**config.mk**
```make
export PLATFORM = sky130hd
export DESIGN_NAME = rsmc_strap_capture
export DESIGN_NICKNAME = d
export VERILOG_FILES = /design/src/rsmc_pkg.sv /design/src/rsmc_strap_capture.sv /design/src/rsmc_irq_detect.sv
export VERILOG_INCLUDE_DIRS = /design/src
export SDC_FILE = /design/constraint.sdc
export NUM_CORES = 1
export LEC_CHECK = 0
export BUFFER_PORTS_ARGS = -buffer_cell sky130_fd_sc_hd__buf_2
export CORE_MARGIN = 5
export CORE_UTILIZATION = 30
export CTS_BUF_LIST = sky130_fd_sc_hd__clkbuf_2 sky130_fd_sc_hd__clkbuf_4 sky130_fd_sc_hd__clkbuf_8
export CTS_CLUSTER_SIZE = 14
export DETAILED_ROUTE_END_ITERATION = 16
export GPL_TIMING_DRIVEN = 0
export SKIP_CTS_REPAIR_TIMING = 1
export SLEW_MARGIN = 20
export SYNTH_ARGS = -nofsm -noshare
export SYNTH_HDL_FRONTEND = slang
export SYNTH_SLANG_ARGS = --single-unit
```
**constraint.sdc**
```tcl
create_clock -name sys_clk -period 2.8 [get_ports sys_clk]
set_input_delay 0.14 -clock sys_clk [delete_from_list [all_inputs] [get_ports sys_clk]]
set_output_delay 0.14 -clock sys_clk [all_outputs]
set_load 0.05 [all_outputs]
```
**src/rsmc_map.svh**
```systemverilog
// Register offsets, field positions, reset values and timing counts
`ifndef RSMC_MAP_SVH
`define RSMC_MAP_SVH

`define RSMC_OFF_STRAP 8'h00
`define RSMC_OFF_FLAGDIR 8'h04
`define RSMC_OFF_FLAGOUT 8'h08
`define RSMC_OFF_FLAGIN 8'h0c
`define RSMC_OFF_IRQCTL 8'h10
`define RSMC_OFF_SYSCFG 8'h14
`define RSMC_OFF_SDRCFG 8'h18
`define RSMC_OFF_STATUS 8'h1c
`define RSMC_OFF_MASK 8'h20
`define RSMC_OFF_TIMER 8'h24

`define RSMC_STRAP_BOOT 0
`define RSMC_STRAP_INTERRUPT_ENABLE_STRAP 1
`define RSMC_STRAP_LINKW 2
`define RSMC_STRAP_CFGWR 3
`define RSMC_STRAP_TMA 4
`define RSMC_STRAP_TMB 5
`define RSMC_STRAP_TMC 6

`define RSMC_STRAP_DEFAULT 7'h70
`define RSMC_IRQCTL_RESET 8'h00
`define RSMC_STAT_TIMER 4

`define RSMC_EXPIRE_PULSE_NS 100
`define RSMC_CLK_PERIOD_NS 25
`define RSMC_EXPIRE_PULSE_CYC \
    ((`RSMC_EXPIRE_PULSE_NS + `RSMC_CLK_PERIOD_NS - 1) / `RSMC_CLK_PERIOD_NS)
`define RSMC_RELEASE_CYC 2

`endif

```
**src/rsmc_pkg.sv**
```systemverilog
// Types shared by the strap capture block
package rsmc_pkg;
    typedef enum logic [1:0] {
        PH_RESET,
        PH_RELEASE,
        PH_RUN
    } rsmc_phase_t;
endpackage : rsmc_pkg

```
**src/rsmc_strap_capture.sv**
```systemverilog
// Reset strap capture with flag pins, interrupt inputs and timer output
`timescale 1ns/1ps
`include "rsmc_map.svh"

// Summary of operation
// While reset is held the strap pins are sampled to pick operating modes.
// Strap pins act as straps only in reset and as ordinary pins otherwise.
// An undriven strap pin yields its built-in default level.
// Boot strap 0 boots from boot memory at once; 1 idles awaiting a load.
// Interrupt strap 0 leaves requests disabled and edge; 1 enables level.
// Link width strap 0 selects 1-bit receive, 1 selects 4-bit receive.
// Config write strap 0 allows one write to each config reg, 1 allows all.
// The board leaves the three test-mode straps at their defaults.
// Each flag pin is separately input or output and readable as a condition.
// All flag pins come up as inputs after every reset.
// An asserted request raises an interrupt, edge or level per input.
// Requests stay disabled after reset unless the strap and vectors allow.
// The timer pin pulses on timer expiry outside reset, a strap in reset.
// Straps latch on the rising edge of the reset input.
// Shortly after reset release strap pins return to normal outputs.
// Captured straps hold against later pin activity until the next reset.
// In one-write mode a first accepted write clears a per-register permit.
module rsmc_strap_capture #(
    parameter int FLAGS = 4,
    parameter int IRQS = 4,
    parameter logic [6:0] STRAP_DEFAULT = `RSMC_STRAP_DEFAULT
) (
    // Clock and reset
    input wire logic sys_clk,
    input wire logic resetn,
    // Strap pins: input, output, enable
    input wire logic [6:0] strapPinIn,
    output logic [6:0] strapPinOut,
    output logic [6:0] strapPinOe,
    output logic [6:0] strapPullUp,
    // Run-time sources for the shared pins
    input wire logic bootMemorySelect,
    input wire logic busMasterIndicator,
    input wire logic [2:0] linkCompareOut,
    input wire logic lockedTransferPin,
    // General flag pins
    input wire logic [FLAGS-1:0] flagIn,
    output logic [FLAGS-1:0] flagOut,
    output logic [FLAGS-1:0] flagOe,
    // Interrupt request pins
    input wire logic [IRQS-1:0] irqIn,
    input wire logic vectorsReady,
    // Decoded modes and interrupt outputs
    output logic bootFromMemory,
    output logic waitForLoad,
    output logic linkWide,
    output logic [IRQS-1:0] irqEvent,
    output logic irq,
    // Wishbone slave
    input wire logic wb_cyc_i,
    input wire logic wb_stb_i,
    input wire logic wb_we_i,
    input wire logic [7:0] wb_adr_i,
    input wire logic [3:0] wb_sel_i,
    input wire logic [31:0] wb_dat_i,
    output logic [31:0] wb_dat_o,
    output logic wb_ack_o
);
    rsmc_pkg::rsmc_phase_t phase_r;
    logic [6:0] strap_r;
    logic [6:0] sample_r;
    logic [1:0] relCnt_r;
    logic [FLAGS-1:0] flagDir_r;
    logic [FLAGS-1:0] flagOut_r;
    logic [FLAGS-1:0] flagIn_r;
    logic [IRQS-1:0] interrupt_enable_strap_r;
    logic [IRQS-1:0] irqLevel_r;
    logic [31:0] sysCfg_r;
    logic [31:0] sdrCfg_r;
    logic sysPermit_r;
    logic sdrPermit_r;
    logic [4:0] status_r;
    logic [4:0] mask_r;
    logic [15:0] timerLoad_r;
    logic [15:0] timerCnt_r;
    logic timerRun_r;
    logic [2:0] expireCnt_r;
    logic expire;
    logic ack_r;
    logic [31:0] rdat_r;
    logic wbReq;
    logic wbWr;
    logic inRun;
    logic [4:0] irqEvt5;

    function automatic logic [31:0] merge(input logic [31:0] old,
                                          input logic [31:0] nw,
                                          input logic [3:0] sel);
        logic [31:0] r;
        r = old;
        for (int b = 0; b < 4; b++) begin
            if (sel[b]) begin
                r[b*8 +: 8] = nw[b*8 +: 8];
            end
        end
        return r;
    endfunction : merge

    assign wbReq = wb_cyc_i & wb_stb_i & ~ack_r;
    assign wbWr = wbReq & wb_we_i;
    assign inRun = (phase_r == rsmc_pkg::PH_RUN);

    // Sample straps every cycle in reset; the sampler itself is reset-free
    // so the last value before the rising edge survives into the release.
    always_ff @(posedge sys_clk) begin
        if (!resetn) begin
            sample_r <= strapPinIn;
        end
    end

    // Phase: reset, a short release window, then normal pin functions
    always_ff @(posedge sys_clk or negedge resetn) begin
        if (!resetn) begin
            phase_r <= rsmc_pkg::PH_RESET;
            relCnt_r <= 2'h0;
        end else begin
            case (phase_r)
                rsmc_pkg::PH_RESET: begin
                    phase_r <= rsmc_pkg::PH_RELEASE;
                    relCnt_r <= 2'h0;
                end
                rsmc_pkg::PH_RELEASE: begin
                    relCnt_r <= relCnt_r + 2'h1;
                    if (relCnt_r == 2'(`RSMC_RELEASE_CYC - 1)) begin
                        phase_r <= rsmc_pkg::PH_RUN;
                    end
                end
                rsmc_pkg::PH_RUN: phase_r <= rsmc_pkg::PH_RUN;
                default: phase_r <= rsmc_pkg::PH_RESET;
            endcase
        end
    end

    // Capture once, at the first edge after release, then hold
    always_ff @(posedge sys_clk or negedge resetn) begin
        if (!resetn) begin
            strap_r <= `RSMC_STRAP_DEFAULT;
        end else if (phase_r == rsmc_pkg::PH_RESET) begin
            strap_r <= sample_r;
        end
    end

    assign bootFromMemory = ~strap_r[`RSMC_STRAP_BOOT] & inRun;
    assign waitForLoad = strap_r[`RSMC_STRAP_BOOT] & inRun;
    assign linkWide = strap_r[`RSMC_STRAP_LINKW];

    // Pins drive only in normal operation; in reset the pulls show defaults
    always_comb begin
        strapPinOut = {linkCompareOut, lockedTransferPin, expire,
                       busMasterIndicator, bootMemorySelect};
        strapPinOe = inRun ? 7'h7f : 7'h00;
        strapPullUp = inRun ? 7'h09 : STRAP_DEFAULT;
    end

    // Flags: inputs after reset, direction per pin
    always_ff @(posedge sys_clk or negedge resetn) begin
        if (!resetn) begin
            flagDir_r <= '0;
            flagOut_r <= '0;
            flagIn_r <= '0;
        end else begin
            flagIn_r <= flagIn;
            if (wbWr && wb_adr_i == `RSMC_OFF_FLAGDIR && wb_sel_i[0]) begin
                flagDir_r <= wb_dat_i[FLAGS-1:0];
            end
            if (wbWr && wb_adr_i == `RSMC_OFF_FLAGOUT && wb_sel_i[0]) begin
                flagOut_r <= wb_dat_i[FLAGS-1:0];
            end
        end
    end
    assign flagOut = flagOut_r;
    assign flagOe = flagDir_r;

    // Interrupt control: defaults come from the strap at release
    always_ff @(posedge sys_clk or negedge resetn) begin
        if (!resetn) begin
            interrupt_enable_strap_r <= '0;
            irqLevel_r <= '0;
        end else if (phase_r == rsmc_pkg::PH_RESET) begin
            interrupt_enable_strap_r <= '0;
            irqLevel_r <= {IRQS{sample_r[`RSMC_STRAP_INTERRUPT_ENABLE_STRAP]}};
        end else if (wbWr && wb_adr_i == `RSMC_OFF_IRQCTL && wb_sel_i[0]) begin
            interrupt_enable_strap_r <= wb_dat_i[IRQS-1:0];
            irqLevel_r <= wb_dat_i[IRQS+3:4];
        end else if (strap_r[`RSMC_STRAP_INTERRUPT_ENABLE_STRAP] && vectorsReady &&
                     phase_r == rsmc_pkg::PH_RELEASE) begin
            interrupt_enable_strap_r <= '1;
        end
    end

    rsmc_irq_detect #(.N(IRQS)) u_irq (
        .sys_clk(sys_clk),
        .resetn(resetn),
        .enable(interrupt_enable_strap_r),
        .levelMode(irqLevel_r),
        .reqIn(irqIn),
        .reqEvent(irqEvent)
    );

    // Config registers guarded by the write policy strap
    always_ff @(posedge sys_clk or negedge resetn) begin
        if (!resetn) begin
            sysCfg_r <= 32'h0;
            sdrCfg_r <= 32'h0;
            sysPermit_r <= 1'b1;
            sdrPermit_r <= 1'b1;
        end else begin
            if (wbWr && wb_adr_i == `RSMC_OFF_SYSCFG && sysPermit_r) begin
                sysCfg_r <= merge(sysCfg_r, wb_dat_i, wb_sel_i);
                sysPermit_r <= strap_r[`RSMC_STRAP_CFGWR];
            end
            if (wbWr && wb_adr_i == `RSMC_OFF_SDRCFG && sdrPermit_r) begin
                sdrCfg_r <= merge(sdrCfg_r, wb_dat_i, wb_sel_i);
                sdrPermit_r <= strap_r[`RSMC_STRAP_CFGWR];
            end
        end
    end

    // Timer 0: reload count; expiry pulse held long enough for the pin
    always_ff @(posedge sys_clk or negedge resetn) begin
        if (!resetn) begin
            timerLoad_r <= 16'h0;
            timerCnt_r <= 16'h0;
            timerRun_r <= 1'b0;
            expireCnt_r <= 3'h0;
        end else begin
            if (wbWr && wb_adr_i == `RSMC_OFF_TIMER) begin
                timerLoad_r <= wb_dat_i[15:0];
                timerCnt_r <= wb_dat_i[15:0];
                timerRun_r <= wb_dat_i[31];
            end else if (timerRun_r && inRun) begin
                timerCnt_r <= (timerCnt_r == 16'h0) ? timerLoad_r
                              : timerCnt_r - 16'h1;
            end
            if (timerRun_r && inRun && timerCnt_r == 16'h0) begin
                expireCnt_r <= 3'(`RSMC_EXPIRE_PULSE_CYC);
            end else if (expireCnt_r != 3'h0) begin
                expireCnt_r <= expireCnt_r - 3'h1;
            end
        end
    end
    assign expire = (expireCnt_r != 3'h0) & inRun;

    // Sticky status, set wins over write-one-to-clear
    assign irqEvt5 = {timerRun_r && inRun && timerCnt_r == 16'h0, irqEvent};
    always_ff @(posedge sys_clk or negedge resetn) begin
        if (!resetn) begin
            status_r <= 5'h0;
            mask_r <= 5'h0;
        end else begin
            if (wbWr && wb_adr_i == `RSMC_OFF_STATUS && wb_sel_i[0]) begin
                status_r <= (status_r & ~wb_dat_i[4:0]) | irqEvt5;
            end else begin
                status_r <= status_r | irqEvt5;
            end
            if (wbWr && wb_adr_i == `RSMC_OFF_MASK && wb_sel_i[0]) begin
                mask_r <= wb_dat_i[4:0];
            end
        end
    end
    assign irq = |(status_r & mask_r);

    // Wishbone: one wait state, ack for one cycle, unmapped reads zero
    always_ff @(posedge sys_clk or negedge resetn) begin
        if (!resetn) begin
            ack_r <= 1'b0;
            rdat_r <= 32'h0;
        end else begin
            ack_r <= wbReq;
            case (wb_adr_i)
                `RSMC_OFF_STRAP: rdat_r <= {25'h0, strap_r};
                `RSMC_OFF_FLAGDIR: rdat_r <= 32'(flagDir_r);
                `RSMC_OFF_FLAGOUT: rdat_r <= 32'(flagOut_r);
                `RSMC_OFF_FLAGIN: rdat_r <= 32'(flagIn_r);
                `RSMC_OFF_IRQCTL: rdat_r <= {24'h0, 4'(irqLevel_r),
                                             4'(interrupt_enable_strap_r)};
                `RSMC_OFF_SYSCFG: rdat_r <= sysCfg_r;
                `RSMC_OFF_SDRCFG: rdat_r <= sdrCfg_r;
                `RSMC_OFF_STATUS: rdat_r <= {27'h0, status_r};
                `RSMC_OFF_MASK: rdat_r <= {27'h0, mask_r};
                `RSMC_OFF_TIMER: rdat_r <= {timerRun_r, 15'h0, timerCnt_r};
                default: rdat_r <= 32'h0;
            endcase
        end
    end
    assign wb_ack_o = ack_r;
    assign wb_dat_o = rdat_r;
endmodule : rsmc_strap_capture

```
**src/rsmc_irq_detect.sv**
```systemverilog
// Interrupt request input: edge or level detection per pin
`timescale 1ns/1ps
`include "rsmc_map.svh"
module rsmc_irq_detect #(
    parameter int N = 4
) (
    // Clock and reset
    input wire logic sys_clk,
    input wire logic resetn,
    // Control
    input wire logic [N-1:0] enable,
    input wire logic [N-1:0] levelMode,
    // Pins and events
    input wire logic [N-1:0] reqIn,
    output logic [N-1:0] reqEvent
);
    logic [N-1:0] reqPrev_r;

    always_ff @(posedge sys_clk or negedge resetn) begin
        if (!resetn) begin
            reqPrev_r <= '0;
        end else begin
            reqPrev_r <= reqIn;
        end
    end

    // Active-high request; level follows pin, edge fires on rise only
    always_comb begin
        for (int i = 0; i < N; i++) begin
            reqEvent[i] = enable[i] & (levelMode[i] ? reqIn[i]
                          : (reqIn[i] & ~reqPrev_r[i]));
        end
    end
endmodule : rsmc_irq_detect

```
# ---- Word level (Yosys, flattened, before mapping)
# Cells that the tools add are included.
dict set report op_classes {
  n_addsub 3
  mul 0
  n_div 0
  order_cmp 0
  n_eq_ne 13
  n_shift 0
  muxes 21
  bitwise_logic 25
  reduce_logical 37
}
# cell n
set op_table {}
lappend op_table {{$pmux 32 s10} 1}
lappend op_table {{$mux 16} 3}
lappend op_table {{$eq 8x5->1 const B} 4}
lappend op_table {{$mux 4} 5}
lappend op_table {{$logic_and 1x1->1} 19}
lappend op_table {{$eq 8x4->1 const B} 2}
lappend op_table {{$eq 8x6->1 const B} 2}
lappend op_table {{$logic_not 16->1} 1}
lappend op_table {{$reduce_and 2->1} 8}
lappend op_table {{$sub 16x1->16 const B} 1}
lappend op_table {{$and 1x1->1} 14}
lappend op_table {{$mux 7} 2}
lappend op_table {{$and 5x5->5} 2}
lappend op_table {{$or 5x5->5} 2}
lappend op_table {{$eq 8x3->1 const B} 1}
lappend op_table {{$logic_not 8->1} 1}
lappend op_table {{$reduce_bool 2->1} 4}
lappend op_table {{$mux 3} 2}
lappend op_table {{$not 1->1} 6}
lappend op_table {{$pmux 2 s3} 1}
lappend op_table {{$reduce_bool 3->1} 2}
lappend op_table {{$mux 5} 1}
lappend op_table {{$not 5->5} 1}
lappend op_table {{$reduce_or 5->1} 1}
lappend op_table {{other kinds (9)} 13}
dict set report totals {
  ff_bits 187
  latchBits 0
  mem_bits_rw 0
  mem_bits_ro 0
  in_bits 71
  out_inout_bits 70
  elab_cells 127
  n_memories 0
}

# ---- Longest topological paths before layout
# Gate-level depths: netlist of the first run.
dict set report logic_depth {
  ltp_word 7
  mapped_depth 9
  mapped_depth_nobuf 7
}

# ---- By module
# From an unflattened synthesis of the first run, not the netlist that was laid out.
dict set report hier_totals {
  hier_cells 704
  area_unflattened_um2 8675.8
}
# mod n_inst cells_per_inst area_each_um2 seq_area_each_um2
set by_module_without_submodules {}
lappend by_module_without_submodules {rsmc_strap_capture 1 688 8510.7 4620.7}
lappend by_module_without_submodules {rsmc_irq_detect 1 16 165.2 100.1}

# ---- Worst setup path before layout of the first run
# OpenSTA, ideal clock, no wires.
dict set report synth_path {
  kind {reg-to-reg}
  start {register ack_r, in the netlist wb_ack_o}
  end {register timerCnt_r[1]}
  setup_ps 96
  arrival_ps 2007
  required_time_ps 2704
  slack_ps 698
  path_stages_with_launch 8
  path_buffers 2
  synth_period_minus_slack_ps 2102
  path_cell_list {dfrtp_1 > and4b_1 > and3_1 > buf_2 > a21oi_1 > clkbuf_1 > a22oi_1 > o31ai_1}
}
dict set report synth_between {
  elab_chain_len 5
  word_cells_on_any_way 6
  classes_between {1 x mux; 3 x bitwise; 2 x reduce/logical}
}
# item line
set synth_lines {}
lappend synth_lines {{start, declared} rsmc_strap_capture.sv:84} ;# logic ack_r;
lappend synth_lines {{start signal, assigned} rsmc_strap_capture.sv:274} ;# ack_r <= wbReq;
lappend synth_lines {{$not 1->1 *} rsmc_strap_capture.sv:104} ;# assign wbReq = wb_cyc_i & wb_stb_i & ~ack_r;
lappend synth_lines {{$and 1x1->1 *} rsmc_strap_capture.sv:104}
lappend synth_lines {{$and 1x1->1 *} rsmc_strap_capture.sv:105} ;# assign wbWr = wbReq & wb_we_i;
lappend synth_lines {{$logic_and 1x1->1 (no source line) *} n/a}
lappend synth_lines {{$mux 16 / $reduce_bool 2->1 (equally long branches)} n/a}
lappend synth_lines {{end signal, assigned} rsmc_strap_capture.sv:234} ;# timerCnt_r <= wb_dat_i[15:0];
lappend synth_lines {{end signal, assigned} rsmc_strap_capture.sv:237} ;# timerCnt_r <= (timerCnt_r == 16'h0) ? timerLoad_r
lappend synth_lines {{end, declared} rsmc_strap_capture.sv:80} ;# logic [15:0] timerCnt_r;
# Mark *: on every way between the ends. The rest lies on a longest branch, timed or not.
# A chain may end at the register's enable or synchronous reset.

# ---- Worst setup path after layout of the first run
dict set report layout_path {
  start {register timerCnt_r[7]}
  end {register expireCnt_r[0]}
}
dict set report layout_between {
  elab_chain_len 3
  word_cells_on_any_way 4
  classes_between {1 x mux; 3 x reduce/logical}
}
# item line
set layout_lines {}
lappend layout_lines {{$logic_not 16->1 *} rsmc_strap_capture.sv:240} ;# if (timerRun_r && inRun && timerCnt_r == 16'h0) begin
lappend layout_lines {{$logic_and 1x1->1 *} rsmc_strap_capture.sv:240}
lappend layout_lines {{$mux 3 / $reduce_bool 2->1 (equally long branches)} n/a}
lappend layout_lines {{end signal, assigned} rsmc_strap_capture.sv:241} ;# expireCnt_r <= 3'(`RSMC_EXPIRE_PULSE_CYC);
lappend layout_lines {{end signal, assigned} rsmc_strap_capture.sv:243} ;# expireCnt_r <= expireCnt_r - 3'h1;
lappend layout_lines {{end, declared} rsmc_strap_capture.sv:82} ;# logic [2:0] expireCnt_r;
# Marks and branches as above.

==> run summary, run 1 <==
The final worst-path cycle share is 0.875. The wire-length estimate of the detail-placed layout is 16,600 microns. The via count of the first global-routing pass came out at 6,234.

The routed length on met1 came out at 10,400 microns. The share of cell area taken by muxes after synthesis came out at 0.155. In this run the tightest slew margin relative to its limit is 0.371. The layout cell share with drive strength beyond 1 is 0.336. The number of enable flip-flop cells after synthesis came out at 7. Counting flops with an async set or reset pin after synthesis yields a share of 0.963.

With fillers left out, the area of the finished cells amounts to 10,800 sq um. By area the synthesized netlist is led by sky130_fd_sc_hd__dfrtp_1 51%, sky130_fd_sc_hd__mux2_4 6.9%, sky130_fd_sc_hd__mux2_2 6.0%, sky130_fd_sc_hd__nand2_1 3.9%, sky130_fd_sc_hd__a22oi_1 3.0%. The number of nets in the finished design came out at 989. The total met3 wirelength after detailed routing came out at 1210 microns. The global routing usage summed across all routing layers is 0.138. For this run, the leading register cell type out of synthesis is sky130_fd_sc_hd__dfrtp_1. The data required time of the worst path is 3150 ps. In this run the worst path has a maximum fanout of 10.

The final hold violation count is 0. The starting density of the core came out at 0.303. The power density over the cells is 549 nW/um^2. The worst hold path belongs to the class in2reg. The synthesis-stage register bit count came out at 187.

The number of iterations in the first detailed-routing pass came out at 5. The initial antenna violation count is 3. The switching power share of the total is 0.287. The region available for standard cell placement spans 28,600 sq um. The area of the die is 32,400 sq um. The number of sinks driven by the clock tree came out at 187. Setup repair after global routing left no endpoint under its margin. The post-synthesis share of cell area spent on and, or, nand and nor gates came out at 0.121. Routability-driven placement finished with a final weighted congestion of 0.848.

Data on the critical path arrives at its endpoint at 2800 ps. The number of fill cells came out at 2,806. The main combinational cell family by area after synthesis is multiplexers. The clock-pin slew of the registers on the worst-case setup and hold paths is 100 ps. The wire length of the first global-routing pass came out at 35,700 microns. The average detailed-routed wire length per instance is 17.5 microns. The compound-gate portion of the synthesized area came out at 0.112. Setup violations remaining at the end of the flow were counted as 0. sky130_fd_sc_hd__dfrtp_1 is the most common cell in the netlist. For this block, the initial DRC count from the detailed router was 411. Wire segments on met2 add up to 10,800 microns in the final route.

The global-route congestion overflow total came out at 0. After synthesis the cells add up to 8670 sq um. The maximum number of pins on one net before global-route repair came out at 73. The count of mapped cells out of synthesis came out at 713. In this run the cell area measured after placement is 9840 sq um.

For the pin with the worst max-slew slack, the measured transition is 936 ps. The routed design could run at a clock period as short as 2450 ps. The count of different cell masters after synthesis is 69. The final design utilization is 0.377. The number of top-level design ports came out at 141. The via density per instance came out at 4.73. Of the total power, registers draw 0.490. Of the total synthesized cell area, the portion taken by XOR and XNOR cells is 0.00909. The total leakage power came out at 5.34 nW. The number of violations of the max-capacitance limit came out at 0.

In the synthesized netlist, the cells that appear most often are 175 x sky130_fd_sc_hd__dfrtp_1, 89 x sky130_fd_sc_hd__nand2_1, 46 x sky130_fd_sc_hd__mux2_2, 40 x sky130_fd_sc_hd__mux2_4, 37 x sky130_fd_sc_hd__o21ai_0. The clock network fraction of design power is 0.331. The worst setup slack before clock tree synthesis came out at 141 ps. The count of H-tree levels built during CTS is 4.

The post-route worst hold slack is 16.7 ps. Of the total synthesized cell area, the portion taken by full adders, half adders and majority gates is 0.0115. After synthesis, the mean cell area works out to 12.2 sq um. After layout, the design draws a total of 5.92 mW.

The count of pins over their slew limit is 0. The share of synthesized area in the top cell type comes to 0.505. The highest layer touched by signal routing is met5. TritonCTS built the clock tree. STA classifies the critical path startpoint as a register.

The clock skew after layout came out at 13.3 ps. The synthesized design spends more area on one cell type than any other, namely sky130_fd_sc_hd__dfrtp_1. In this run, CTS created clock tree buffers numbering 17.

The clock passes through at most 2 buffers. The die is 180 microns wide. The buffer cell driving the clock tree root is sky130_fd_sc_hd__clkbuf_8. The count of input and output buffers is 123. The number of design rule violations left after detail routing is 0. The overall via count from detail_route came out at 6,180. The maximum frequency from static timing analysis is 0.408 GHz. Of the synthesized area, sequential elements account for 0.544. The count of standard-cell rows came out at 62. The insertion delay to the later sink of the worst-skew pair came out at 460 ps. The overall die height is 180 microns. From synthesis to final layout, the design area changed by 24.3%. Wires add up to 22,800 microns. In this run the remaining antenna-violating nets after routing total 0. STA classifies the critical path endpoint as a register. The flow ran to the end, and the final reports show no timing, DRC or antenna violations.

Setup slack on the critical path of the routed design comes to 349 ps. The internal power is 4.22 mW. The largest voltage drop on the vdd net is 0.299 mV. The number of inserted diodes is 0. The net switching power came out at 1.70 mW. Of the total power, combinational logic draws 0.180. The critical path is of the reg2reg type. Yosys printed 0 warnings.
sequential cells by signal (all words and copies together) (netlist names), 5 cells and up:
signal       count
sdrCfg_r        32
wb_dat_o        32
status_r         5
mask_r           5
timerCnt_r      16
timerLoad_r     16
sample_r         7
strap_r          7
sysCfg_r        32
placed cells by master, fill, tap and decap left out, types with 7 or more instances in the layout:
| cell type | netlist | routed |
|---|---|---|
| sky130_fd_sc_hd__dfrtp_1 | 175 | 175 |
| sky130_fd_sc_hd__buf_2 | 10 | 132 |
| sky130_fd_sc_hd__nand2_1 | 89 | 89 |
| sky130_fd_sc_hd__dlygate4sd3_1 | 0 | 48 |
| sky130_fd_sc_hd__mux2_2 | 46 | 46 |
| sky130_fd_sc_hd__mux2_4 | 40 | 40 |
| sky130_fd_sc_hd__o21ai_0 | 37 | 37 |
| sky130_fd_sc_hd__a22oi_1 | 35 | 35 |
| sky130_fd_sc_hd__nor2_1 | 33 | 33 |
| sky130_fd_sc_hd__buf_4 | 20 | 24 |
| sky130_fd_sc_hd__inv_1 | 20 | 20 |
| sky130_fd_sc_hd__clkbuf_8 | 0 | 20 |
| sky130_fd_sc_hd__clkbuf_1 | 18 | 18 |
| sky130_fd_sc_hd__a22o_1 | 16 | 16 |
| sky130_fd_sc_hd__a21oi_1 | 12 | 12 |
| sky130_fd_sc_hd__nand3_1 | 11 | 11 |
| sky130_fd_sc_hd__mux2i_1 | 10 | 10 |
| sky130_fd_sc_hd__xnor2_1 | 9 | 9 |
| sky130_fd_sc_hd__ha_1 | 8 | 8 |
| sky130_fd_sc_hd__edfxtp_1 | 7 | 7 |
layer usage:
metal  vias up  track usage
met5         -            0
met4         6       0.0390
met3        28       0.0352
met2       189        0.223
met1      3032        0.184
li1       2925            -
critical path: stages, from the launching register on:
cell and delay, ps:
sky130_fd_sc_hd__dfrtp_1 370, sky130_fd_sc_hd__clkbuf_1 180, sky130_fd_sc_hd__nor4_2 510, sky130_fd_sc_hd__nand2b_1 240, sky130_fd_sc_hd__or2_1 270, sky130_fd_sc_hd__clkbuf_1 170, sky130_fd_sc_hd__clkbuf_1 280, sky130_fd_sc_hd__nor2_1 240
sky130_fd_sc_hd__nor2_1 70
power by group through the flow:
stage | Combinational, mW | Sequential, mW | Clock (mW)
after floorplan | 0.660 | 2.93 | 0
after global placement | 0.952 | 2.95 | 0
after detailed placement | 0.973 | 2.95 | 0
after CTS | 0.977 | 2.90 | 2.01
after global routing | 1.18 | 2.91 | 2.12
final | 1.06 | 2.90 | 1.96
worst paths after layout:
| check | from | endpoint | slack, ps | depth (start not counted) |
|---|---|---|---|---|
| worst max-delay path | timerCnt_r[7]$_DFFE_PN0P_ | expireCnt_r[0]$_DFFE_PN0P_ | 350 | 8 |
| worst min-delay path | wb_adr_i[7] | wb_dat_o[4]$_DFF_PN0_ | 20 | 2 |
| worst max register to register | timerCnt_r[7]$_DFFE_PN0P_ | expireCnt_r[0]$_DFFE_PN0P_ | 350 | 8 |
| worst min register to register | wb_ack_o$_DFF_PN0_ | wb_ack_o$_DFF_PN0_ | 460 | 1 |
| max in group asynchronous | resetn | sysPermit_r$_DFFE_PN1N_ | 1950 | 3 |
| min in group asynchronous | resetn | u_irq.reqPrev_r[1]$_DFF_PN0_ | 140 | 2 |
cell type report:
| class | count | area, sq um | area share |
|---|---|---|---|
| buffer | 57 | 333 | 0.0309 |
| clock buffer | 20 | 275 | 0.0255 |
| clock inverter | 11 | 158 | 0.0146 |
| inverter | 20 | 75.1 | 0.00696 |
| multi-input combinational | 450 | 3550 | 0.329 |
| sequential | 187 | 4720 | 0.438 |
| tap | 384 | 480 | 0.0446 |
| timing repair buffer | 177 | 1190 | 0.111 |
per-stage QoR:
step | TNS [ps] | instances
finish | 0 | 1306
global route | 0 | 1306
CTS | 0 | 1254
detailed placement | 0 | 1223
global placement | -263850 | 1221
floorplan | 0 | 714
logic make-up (layout without fill, tap and decap cells):
family / after synthesis / count (layout)
flip-flops: 187 / 187
adder cells (fa/ha/maj): 8 / 8
buffers and inverters: 77 / 285
other: 1 / 2
AND/OR/NAND/NOR: 190 / 190
XOR/XNOR: 9 / 9
multiplexers: 103 / 103
AO/OA/AOI/OAI: 138 / 138
Power figures use the tool's default switching activity.
==> inputs of run 2 (changes only) <==
- CORE_UTILIZATION: 30 -> 41
==> run 2 against run 1 <==
Net effect:
- the flow now finishes with violations (hold timing)
- die area shrank 25%
- fmax decreased by 0.71%
- sequential power about the same
- cell area shrank 0.86%
- sequential share of layout area up 0.38 points
- count of clock-buffer cells in the layout did not move
- register-to-register slack is essentially flat
- utilization rose by 13 points
- global-route usage up 4.2 points
- combinational power about the same
- routed wire length shrank 4.7%
- largest cell class unchanged
- highest routed layer is now met4
==> run summary, run 2 (synthesis results as in run 1) <==
The largest buffer count on any clock path came out at 2 (unchanged). The placer's final routability congestion estimate is 0.814 (-4.0%). The standard cell core area is 21,000 sq um (-27%). The via count of the first global-routing pass came out at 5,946 (-4.6%). The data required time of the worst path is 3210 ps (+60 ps). The data arrival time of the critical path was 2870 ps (+70 ps).

In this run the critical register-to-register path is captured at timerCnt_r[14]$_DFFE_PN0P_. The number of top-level design ports is 141 (unchanged). The cell count after placement came out at 1,114 (-8.9%). The total placed instance area came out at 9700 sq um (-1.4%). The clock-pin slew of the registers on the worst-case setup and hold paths came to 100 ps (about the same).

The final design utilization came out at 0.510 (+0.133). The wire length of the first global-routing pass is 33,800 microns (-5.2%). The number of design rule violations left after detail routing came out at 0 (unchanged).

The path length in cells of the critical path is 7 (-1). The cell with the biggest individual delay on the critical path is sky130_fd_sc_hd__nor4b_2. The horizontal die dimension came out at 155 microns (-14%).

The starting density of the core is 0.414 (+0.111). The library cells used most frequently in the layout, excluding fill and tap cells, are 175 x sky130_fd_sc_hd__dfrtp_1, 132 x sky130_fd_sc_hd__buf_2, 89 x sky130_fd_sc_hd__nand2_1, 48 x sky130_fd_sc_hd__dlygate4sd3_1, 46 x sky130_fd_sc_hd__mux2_2. The sort of element at the end of the critical path is a register. The insertion delay to the later sink of the worst-skew pair came out at 470 ps (about the same). TritonCTS built the clock tree. The count of pins over their slew limit came out at 0 (unchanged). The overall via count from detail_route was 6,221 (+0.66%). The first-iteration detailed-routing DRC count is 394 (-4.1%). The count of input and output buffers came out at 123 (unchanged). By startpoint and endpoint, the worst setup path is classified as in2reg.

The most common cell after layout, fill and taps aside is sky130_fd_sc_hd__dfrtp_1. The area of the die came out at 24,200 sq um (-25%). The flow ran to the end, but the final reports show violations. The time the final worst path needs with I/O delays and setup came out at 2470 ps (+17.6 ps).

The half-perimeter wire length after placement is 15,600 microns (-6.0%). The layout cell share with drive strength beyond 1 came out at 0.336 (-0.000721). The post-layout instance count excluding filler cells came out at 1,196 (-8.4%).

The global-route congestion overflow total was 0 (unchanged). The combined buffer and inverter count along the critical path came out at 4 (+1). The number of nets with antenna violations after detailed routing is 0 (unchanged). The final setup violation count is 0 (unchanged). The number of buffers created by CTS is 17 (unchanged). Setup repair after global routing left no endpoint under its margin. The power density over the cells is 570 nW/um^2 (+3.8%). The number of sinks driven by the clock tree is 187 (unchanged). The start point of the critical path is wb_adr_i[7]. The number of inserted diodes is 0 (unchanged).

The maximum frequency from static timing analysis is 0.405 GHz (-0.71%). The critical path goes through dlygate4sd3_1 > buf_2 > nor4b_2 > and2_1 > clkbuf_1 > clkbuf_1 > a22o_1. The startpoint of the most critical hold path is wb_dat_i[1]. The largest voltage drop on the vdd net is 0.267 mV (-10%). The number of iterations in the first detailed-routing pass came out at 5 (unchanged). The tree is rooted in a sky130_fd_sc_hd__clkbuf_8. The tightest min-delay check is of the in2reg type. The maximum single-stage delay on the critical path came out at 710 ps (+200 ps). The post-route worst hold slack is -2.61 ps (-19.3 ps). The minimum setup slack among reg-to-reg paths is 360 ps (about the same). The overall die height came out at 155 microns (-14%). The cell family contributing the most delay on the critical path is buffers and inverters. Among the stages of the critical path, the cell type that occurs most often is sky130_fd_sc_hd__clkbuf_1. The number of nets in the finished design came out at 987 (-0.20%).

The count of H-tree levels built during CTS came out at 4 (unchanged). The clock skew after layout is 19.8 ps (+6.45 ps). The sum of negative setup slack came out at 0 ps (unchanged). The maximum fanout along the worst path came out at 10 (unchanged). The total wire length is 21,700 microns (-4.7%).

The final hold violation count came out at 1 (+1). The source of the worst register-to-register timing path is wb_ack_o$_DFF_PN0_. The type of element launching the critical path is an input pin. The depth of the worst register-to-register path came to 7 (-1). The count of standard-cell rows was 53 (-15%). The via density per instance is 5.20 (+9.9%).

The final standard cell area without fillers came out at 10,700 sq um (-0.86%). From synthesis to final layout, the design area changed by 23.2%. The checks that failed: hold timing. The total leakage power is 5.35 nW (+0.34%).

Following the worst setup path forward leads to its endpoint at wb_dat_o[29]$_DFF_PN0_. The maximum number of pins on one net before global-route repair is 84 (+15%). The number of violations of the max-capacitance limit came out at 0 (unchanged). The worst slew slack as a fraction of its limit came out at 0.221 (-0.150). The average detailed-routed wire length per instance is 18.2 microns (+4.0%). The final worst-path cycle share came out at 0.881 (+0.00628). The initial antenna violation count came to 0 (-3). The global routing usage summed across all routing layers is 0.179 (+0.0418). The actual transition at the worst max-transition pin came to 1160 ps (+223 ps).
[run 2: cell types whose count changed in the layout (fill, tap and decap cells not counted), moves of 2 or more]
cell / delta
sky130_fd_sc_hd__bufinv_16: +2
sky130_fd_sc_hd__inv_8: -2
sky130_fd_sc_hd__buf_4: -2
sky130_fd_sc_hd__inv_6: +2
[run 2: tightest hold or removal path, cell delays in order]
cell and delay [ps]:
sky130_fd_sc_hd__buf_2 170, sky130_fd_sc_hd__nand2_1 70, sky130_fd_sc_hd__nand2_1 40
[run 2: worst min-delay path by stage]
stage / endpoint / slack (ps) / cells past startpoint
6_report: timerLoad_r[1]$_DFFE_PN0P_ / -3 / 3
5_1_grt: timerLoad_r[1]$_DFFE_PN0P_ / 3 / 3
4_1_cts: wb_dat_o[16]$_DFF_PN0_ / -480 / 1
3_5_place_dp: wb_dat_o[16]$_DFF_PN0_ / 50 / 1
3_3_place_gp: flagIn_r[0]$_DFF_PN0_ / 250 / 1
2_1_floorplan: expireCnt_r[0]$_DFFE_PN0P_ / -160 / 0
[run 2: layout make-up]
type	instances	area [sq um]
clock inverters	12	208
well taps	275	344
inverters	20	75.1
fillers	1889	10300
multi-input cells	450	3550
clock buffers	20	275
repair buffers	175	1180
flip-flops and latches	187	4720
plain buffers	57	333
[run 2: metrics by stage]
stage | hold slack, ps | setup slack [ps] | power (mW)
after floorplan | -156 | 698 | 3.59
after global placement | 248 | -1930 | 3.90
after CTS | -476 | 94.8 | 6.07
after detailed placement | 47.4 | 114 | 3.92
final | -2.61 | 332 | 6.09
after global routing | 2.69 | 90.5 | 6.38
[run 2: power by group]
part | internal, mW | switching [mW] | leakage, nW
logic | 0.429 | 0.611 | 2.65
registers | 2.81 | 0.0906 | 2.46
clock network | 1.15 | 0.999 | 0.245
total | 4.39 | 1.70 | 5.35
[run 2: metal layers]
layer  vias to the layer above  track usage  part of all wire
met5                         -            0                 0
met4                         0       0.0517             0.016
met3                        25       0.0298             0.053
met2                       178        0.281              0.47
met1                      3095        0.259              0.46
li1                       2923            -                 -
